==> src/hdl/cap_id_pkg.sv <==
// Constants and carrier types for the capability revision and type register
// Functional notes
// - Bits 3:0 hold a read-only structure revision field.
// - The revision field always reads as 1h.
// - Later revisions keep the layout software-compatible; this revision is fixed at 1h.
// - Type bits 7:4: 0000b native endpoint, 0001b legacy endpoint.
// - Type reads 0100b for a root port of a root complex.
// - Type reads 0101b for switch upstream port, 0110b for downstream port.
// - Types 0111b, 1000b, 1001b, 1010b are bridges/integrated/collector; others reserved.
// - Port and bridge codes are reported only with the type 01h header.
package cap_id_pkg;
  localparam logic [7:0] CAP_REG_OFFSET = 8'h02;
  localparam int REV_LSB = 0;
  localparam int TYPE_LSB = 4;
  localparam logic [3:0] CAP_REVISION = 4'h1;
  localparam logic [15:0] RD_DATA_RESET = 16'h0000;
  localparam logic [7:0] HDR_TYPE_BRIDGE = 8'h01;

  localparam logic [3:0] TYPE_ENDPOINT = 4'h0;
  localparam logic [3:0] TYPE_LEGACY_EP = 4'h1;
  localparam logic [3:0] TYPE_ROOT_PORT = 4'h4;
  localparam logic [3:0] TYPE_SW_UP = 4'h5;
  localparam logic [3:0] TYPE_SW_DOWN = 4'h6;
  localparam logic [3:0] TYPE_BRIDGE_FWD = 4'h7;
  localparam logic [3:0] TYPE_BRIDGE_REV = 4'h8;
  localparam logic [3:0] TYPE_INTEGRATED_EP = 4'h9;
  localparam logic [3:0] TYPE_EVENT_COLL = 4'hA;

  typedef struct packed {
    logic rd;
    logic wr;
    logic [7:0] addr;
    logic [15:0] wdata;
  } cfg_req_t;

  typedef struct packed {
    logic [15:0] rd_data;
    logic rd_valid;
  } cap_state_t;
endpackage : cap_id_pkg

==> src/hdl/cap_id_reg.sv <==
// Read-only capability revision and type register on the configuration access path
module cap_id_reg #(
  parameter logic [3:0] DEV_TYPE = 4'h0,
  parameter logic [7:0] HDR_TYPE = 8'h00
) (
  // Clock, reset, enable
  input wire logic REF_CLK_IN,
  input wire logic RST_N_IN,
  input wire logic CE_IN,
  // Configuration access request
  input wire cap_id_pkg::cfg_req_t CFG_REQ_IN,
  // Read answer
  output logic [15:0] RD_DATA_OUT,
  output logic RD_VALID_OUT
);
  import cap_id_pkg::*;

  cap_state_t state_reg;
  cap_state_t state_next;
  logic [3:0] eff_type;
  logic [15:0] cap_word;
  logic hdr_dep;
  logic hdr_ok;
  logic type_legal;
  logic hit;

  always_comb begin
    unique case (DEV_TYPE)
      TYPE_ENDPOINT,
      TYPE_LEGACY_EP,
      TYPE_ROOT_PORT,
      TYPE_SW_UP,
      TYPE_SW_DOWN,
      TYPE_BRIDGE_FWD,
      TYPE_BRIDGE_REV,
      TYPE_INTEGRATED_EP,
      TYPE_EVENT_COLL: type_legal = 1'b1;
      default: type_legal = 1'b0;
    endcase
  end

  // Header-dependent codes need the bridge header
  assign hdr_dep = DEV_TYPE inside {
    TYPE_ROOT_PORT,
    TYPE_SW_UP,
    TYPE_SW_DOWN,
    TYPE_BRIDGE_FWD,
    TYPE_BRIDGE_REV
  };
  assign hdr_ok = !hdr_dep || (HDR_TYPE == HDR_TYPE_BRIDGE);

  // Misconfigured type falls back to a native endpoint
  // Software then never sees a reserved or header-mismatched code
  always_comb begin
    if (type_legal && hdr_ok) begin
      eff_type = DEV_TYPE;
    end else begin
      eff_type = TYPE_ENDPOINT;
    end
  end

  // Hardwired revision; upper bits are outside this block and read zero
  always_comb begin
    cap_word = RD_DATA_RESET;
    cap_word[REV_LSB +: 4] = CAP_REVISION;
    cap_word[TYPE_LSB +: 4] = eff_type;
  end

  assign hit = CFG_REQ_IN.addr == CAP_REG_OFFSET;

  always_comb begin
    state_next = state_reg;
    state_next.rd_valid = 1'b0;
    // Writes are accepted silently and store nothing
    if (CFG_REQ_IN.rd) begin
      state_next.rd_valid = 1'b1;
      // Unmapped offsets answer zero so a probe never hangs
      if (hit) begin
        state_next.rd_data = cap_word;
      end else begin
        state_next.rd_data = RD_DATA_RESET;
      end
    end
  end

  always_ff @(posedge REF_CLK_IN) begin
    if (!RST_N_IN) begin
      state_reg <= '{rd_data: RD_DATA_RESET, rd_valid: 1'b0};
    end else if (CE_IN) begin
      state_reg <= state_next;
    end
  end

  assign RD_DATA_OUT = state_reg.rd_data;
  assign RD_VALID_OUT = state_reg.rd_valid;
endmodule : cap_id_reg

==> config.mk <==
export PLATFORM = sky130hd
export DESIGN_NAME = cap_id_reg
export DESIGN_NICKNAME = d
export VERILOG_FILES = /design/src/hdl/cap_id_pkg.sv /design/src/hdl/cap_id_reg.sv
export SDC_FILE = /design/constraint.sdc
export NUM_CORES = 1
export LEC_CHECK = 0
export BUFFER_PORTS_ARGS = -buffer_cell sky130_fd_sc_hd__buf_2
export CAP_MARGIN = 5
export CORE_AREA = 4 4 41 43
export DETAILED_ROUTE_END_ITERATION = 16
export DIE_AREA = 0 0 45 47
export PLACE_DENSITY = 0.61
export SYNTH_ARGS = -nofsm -noshare
export SYNTH_HDL_FRONTEND = slang
export SYNTH_SLANG_ARGS = --single-unit
==> constraint.sdc <==
create_clock -name REF_CLK_IN -period 1 [get_ports REF_CLK_IN]
set_input_delay 0.05 -clock REF_CLK_IN [delete_from_list [all_inputs] [get_ports REF_CLK_IN]]
set_output_delay 0.05 -clock REF_CLK_IN [all_outputs]
set_load 0.005 [all_outputs]
### After elaboration in Yosys (flattened, before gate mapping)

Index checks and enable logic that the tools add are counted.

| word-level totals | value |
|---|---|
| flip-flop bits (word level) | 2 |
| bits in latches | 0 |
| bits in writable memories | 0 |
| ROM bits | 0 |
| input port bits | 29 |
| output and inout port bits | 17 |
| logic and storage cells | 6 |
| memories kept | 0 |

| cells by class | value |
|---|---|
| add/subtract/negate cells | 0 |
| multipliers | 0 |
| div/mod/pow operators | 0 |
| $lt $le $gt $ge | 0 |
| equal/unequal tests | 1 |
| shift operators | 0 |
| mux-type cells | 2 |
| bitwise logic cells | 0 |
| reduce and logical (&&, ||, !) cells | 1 |

Operators with widths:

| operator | number |
|---|---|
| 8-bit by 2-bit == test with 1-bit output, second input constant | 1 |
| 1-bit two-way mux | 2 |
| 2-bit AND reduction | 1 |

### Longest topological paths before layout

| depth | value |
|---|---|
| word-level depth | 2 |
| gate-level depth with buffers | 3 |
| depth with buffers taken out | 3 |

### Worst setup path before layout

OpenSTA, ideal clock, no wires.

| timing | value |
|---|---|
| kind | input port to flip-flop |
| start point | input CFG_REQ_IN[22] (netlist bit) |
| end point | register state_reg (netlist bit RD_DATA_OUT[0]) |
| library setup time | 0.096 ns |
| data arrival time | 0.784 ns |
| required time | 0.904 ns |
| slack | 0.120 ns |
| stages | 3 |
| buffers on the path | 0 |
| cell sequence | nand4bb_1 -> or4_1 -> o41ai_2 |

| on the way | value |
|---|---|
| cells in the longest elaborated chain, start to end | 2 |

RTL lines:

| item | line | source |
|---|---|---|
| start, declared | cap_id_reg.sv:11 | `input wire cap_id_pkg::cfg_req_t CFG_REQ_IN,` |
| 8-bit by 2-bit == test with 1-bit output | cap_id_reg.sv:69 | `assign hit = CFG_REQ_IN.addr == CAP_REG_OFFSET;` |
| 1-bit two-way mux | cap_id_reg.sv:78 | `if (hit) begin` |
| end signal, assigned | cap_id_reg.sv:88 | `state_reg <= '{rd_data: RD_DATA_RESET, rd_valid: 1'b0};` |
| end signal, assigned | cap_id_reg.sv:90 | `state_reg <= state_next;` |
| end, declared | cap_id_reg.sv:18 | `cap_state_t state_reg;` |

No other way between the ends.
A chain may end at the register's enable or synchronous reset.

### Final worst setup path

Ends and elaborated chain as after synthesis.

==> impl_results.md <==
- Iter 0 DRT Violations: 0
- Via count: 183
- CTS clk-pin slew, worst paths: 30 ps
- DRT Wirelength: 438 µm
- First-pass GRT wire length: between 400 and 500 µm
- Post-CTS Hold Buffers: 0
- Synth area leader: buf_4
- Hold-critical path depth: 2
- Core area: between 1000 and 1500 µm²
- Main flop type after synthesis: dfxtp_1
- Max Slew Vio Count: 0
- Top post-synthesis cells by area: buf_4 (53%), dfxtp_1 (19%), o41ai_2 (7.6%)
- Flops & latches, synth: 2
- Fin. Hold Viols: 0
- Die area: between 2000 and 2500 µm²
- Initial antenna violation count: 0
- Post-synthesis async set-or-reset flop share: 0
- Number of global-route vias before repair: 150
- Final setup fails: 0
- Row count: 13
- Sequential fraction of the synthesis area: 0.187
- Most instantiated library cell after synthesis: buf_4
- Fin nets: just over 70
- H-tree depth: 1
- PnR worst setup slack: between 200 and 250 ps
- Netlist cell types: 10
- Die span in y: about 47 µm
- Num CTS Buffers: 3
- CP Launch Type: input port
- Dpl ws: -38.6 ps
- RSZ-0062 raised after global routing: false
- Hold Crit Start: CFG_REQ_IN[20]
- DP Wirelength: 379 µm
- Worst hold endpoint: RD_DATA_OUT[0]$_SDFFE_PN0P_
- CP Capture Type: flip-flop
- EDFF count, synth: 0
- Total track usage: 0.0394
- Max-cap violation count: 0
- CP max FO: 1
- Post-Syn Instances: 25
- Worst r2r dst: RD_VALID_OUT$_SDFFE_PN0P_
- Die width: between 40 and 50 µm
- Worst-skew pair later-pin latency: between 200 and 250 ps
- Layout area overhead: 25.1%
- CTS resizes: 0
- Avg Inst Size Synth: about 8.6 µm²
- Leak pwr: around 0.15 nW
- Critical Path RT: ~1100 ps
- Worst vdd rail ir drop: 245 µV
- Worst Reg2Reg Path Length in Cells: 2
- Hold WC Path Type: in2reg
- Critical Path AT: between 900 and 1000 ps
- Initial Util: 0.164
- Ant diodes: 0
- Mapped Area: 214 µm²
- GR Overflow Total: 0
- Clock period minus worst slack: between 700 and 800 ps
- Reg2Reg Setup Slack: 410 ps
- DRT Pass-1 Iters: 1
- Vias/cell: 3.27
- Final design utilization: 0.206
- Antenna Nets Post-Route: 0
- FF-to-FF Start: RD_VALID_OUT$_SDFFE_PN0P_
- Pwr Density: 1150 nW/µm²
- IO Count: 46
- CTS tree: done
- Total Power: around 0.00031 W
- Clk buf depth: 2
- Number of buffers added for setup after CTS: 0
- Top-area cell type share of the netlist area: 0.526
- Outcome: completed
- Clock sinks: 2
- Yosys warnings: 0
- Gpl congestion: 0.646
- Clk_skew: 0 ps
- DRC errors left: 0
- WS Path Type: in2reg
- Port bufs: 13
- Root Buffer: clkbuf_4
- Share of layout cells above drive strength 1: 0.439
- Final cycle utilization of the critical path: 0.794
- Drt wl/cell: 7.82 µm
- F_max: between 1000 and 1500 MHz
- Most frequent cells after synthesis: buf_4 (15), dfxtp_1 (2)
- Largest net degree at the start of global routing: 4
cell families (layout without fill, tap and decap cells):
family | after synthesis | after routing | synth area share
buffers and inverters | 15 | 17 | 0.526
and+or+nand+nor | 5 | 5 | 0.158
AOI/OAI and AO/OA | 2 | 2 | 0.111
DFF | 2 | 2 | 0.187
other | 1 | 15 | 0.0175
power breakdown:
part	leakage, nW	internal, W	total [W]	switching [W]
clock	0.0138	0.000132	0.000177	0.0000442
sequential	0.0163	0.0000827	0.0000836	0.000000906
combinational	0.124	0.0000227	0.0000479	0.0000252
area by class of cell:
type | count | area, µm²
clock buffer | 3 | 22.5
fill | 155 | 1030
multi-input combinational | 22 | 114
sequential | 2 | 40.0
tap | 15 | 18.8
timing repair buffer | 14 | 72.6
per-layer routing:
layer,GRT usage,wire [µm],part of all wire,vias up
li1,-,-,-,86
met1,0.0248,118,0.27,75
met2,0.0480,178,0.41,20
met3,0.0613,135,0.31,2
met4,0.0351,5,0.011,0
met5,0,0,0,-
cells in the final DEF (no fill, tap or decap), drive strengths merged:
master,n
conb,15
clkbuf,3
nand2,1
nand2b,1
nand4bb,1
dfxtp,2
o41ai,1
buf,14
nand3,1
or4,1
a21boi,1
flip-flops by register name, summed over array words and instances, names as in the netlist:
name,flops
RD_DATA_OUT,1
RD_VALID_OUT,1
stage by stage:
| stage | cell area (µm²) | setup TNS (ps) | hold slack (ps) | instances |
|---|---|---|---|---|
| 6_report | 268 | 0 | 18.0 | 56 |
| 5_1_grt | 268 | 0 | 17.1 | 56 |
| 4_1_cts | 268 | 0 | 9.81 | 56 |
| 3_5_place_dp | 245 | -38.6 | 250 | 53 |
| 3_3_place_gp | 245 | -44.2 | 252 | 53 |
| 2_1_floorplan | 267 | 0 | 146 | 39 |
worst max path at each step:
stage                               from                           to  slack, ps
after floorplan           CFG_REQ_IN[22]  RD_DATA_OUT[0]$_SDFFE_PN0P_        120
after global placement    CFG_REQ_IN[22]  RD_DATA_OUT[0]$_SDFFE_PN0P_        -40
after detailed placement  CFG_REQ_IN[22]  RD_DATA_OUT[0]$_SDFFE_PN0P_        -40
after CTS                 CFG_REQ_IN[22]  RD_DATA_OUT[0]$_SDFFE_PN0P_        200
after global routing      CFG_REQ_IN[22]  RD_DATA_OUT[0]$_SDFFE_PN0P_        150
final                     CFG_REQ_IN[22]  RD_DATA_OUT[0]$_SDFFE_PN0P_        210
worst max-delay path, cell delays in order:
cell       delay (ps)
buf_2              90
nand4bb_1         160
or4_1             420
o41ai_2           200
Note: power is estimated with default switching activity, not from simulation.
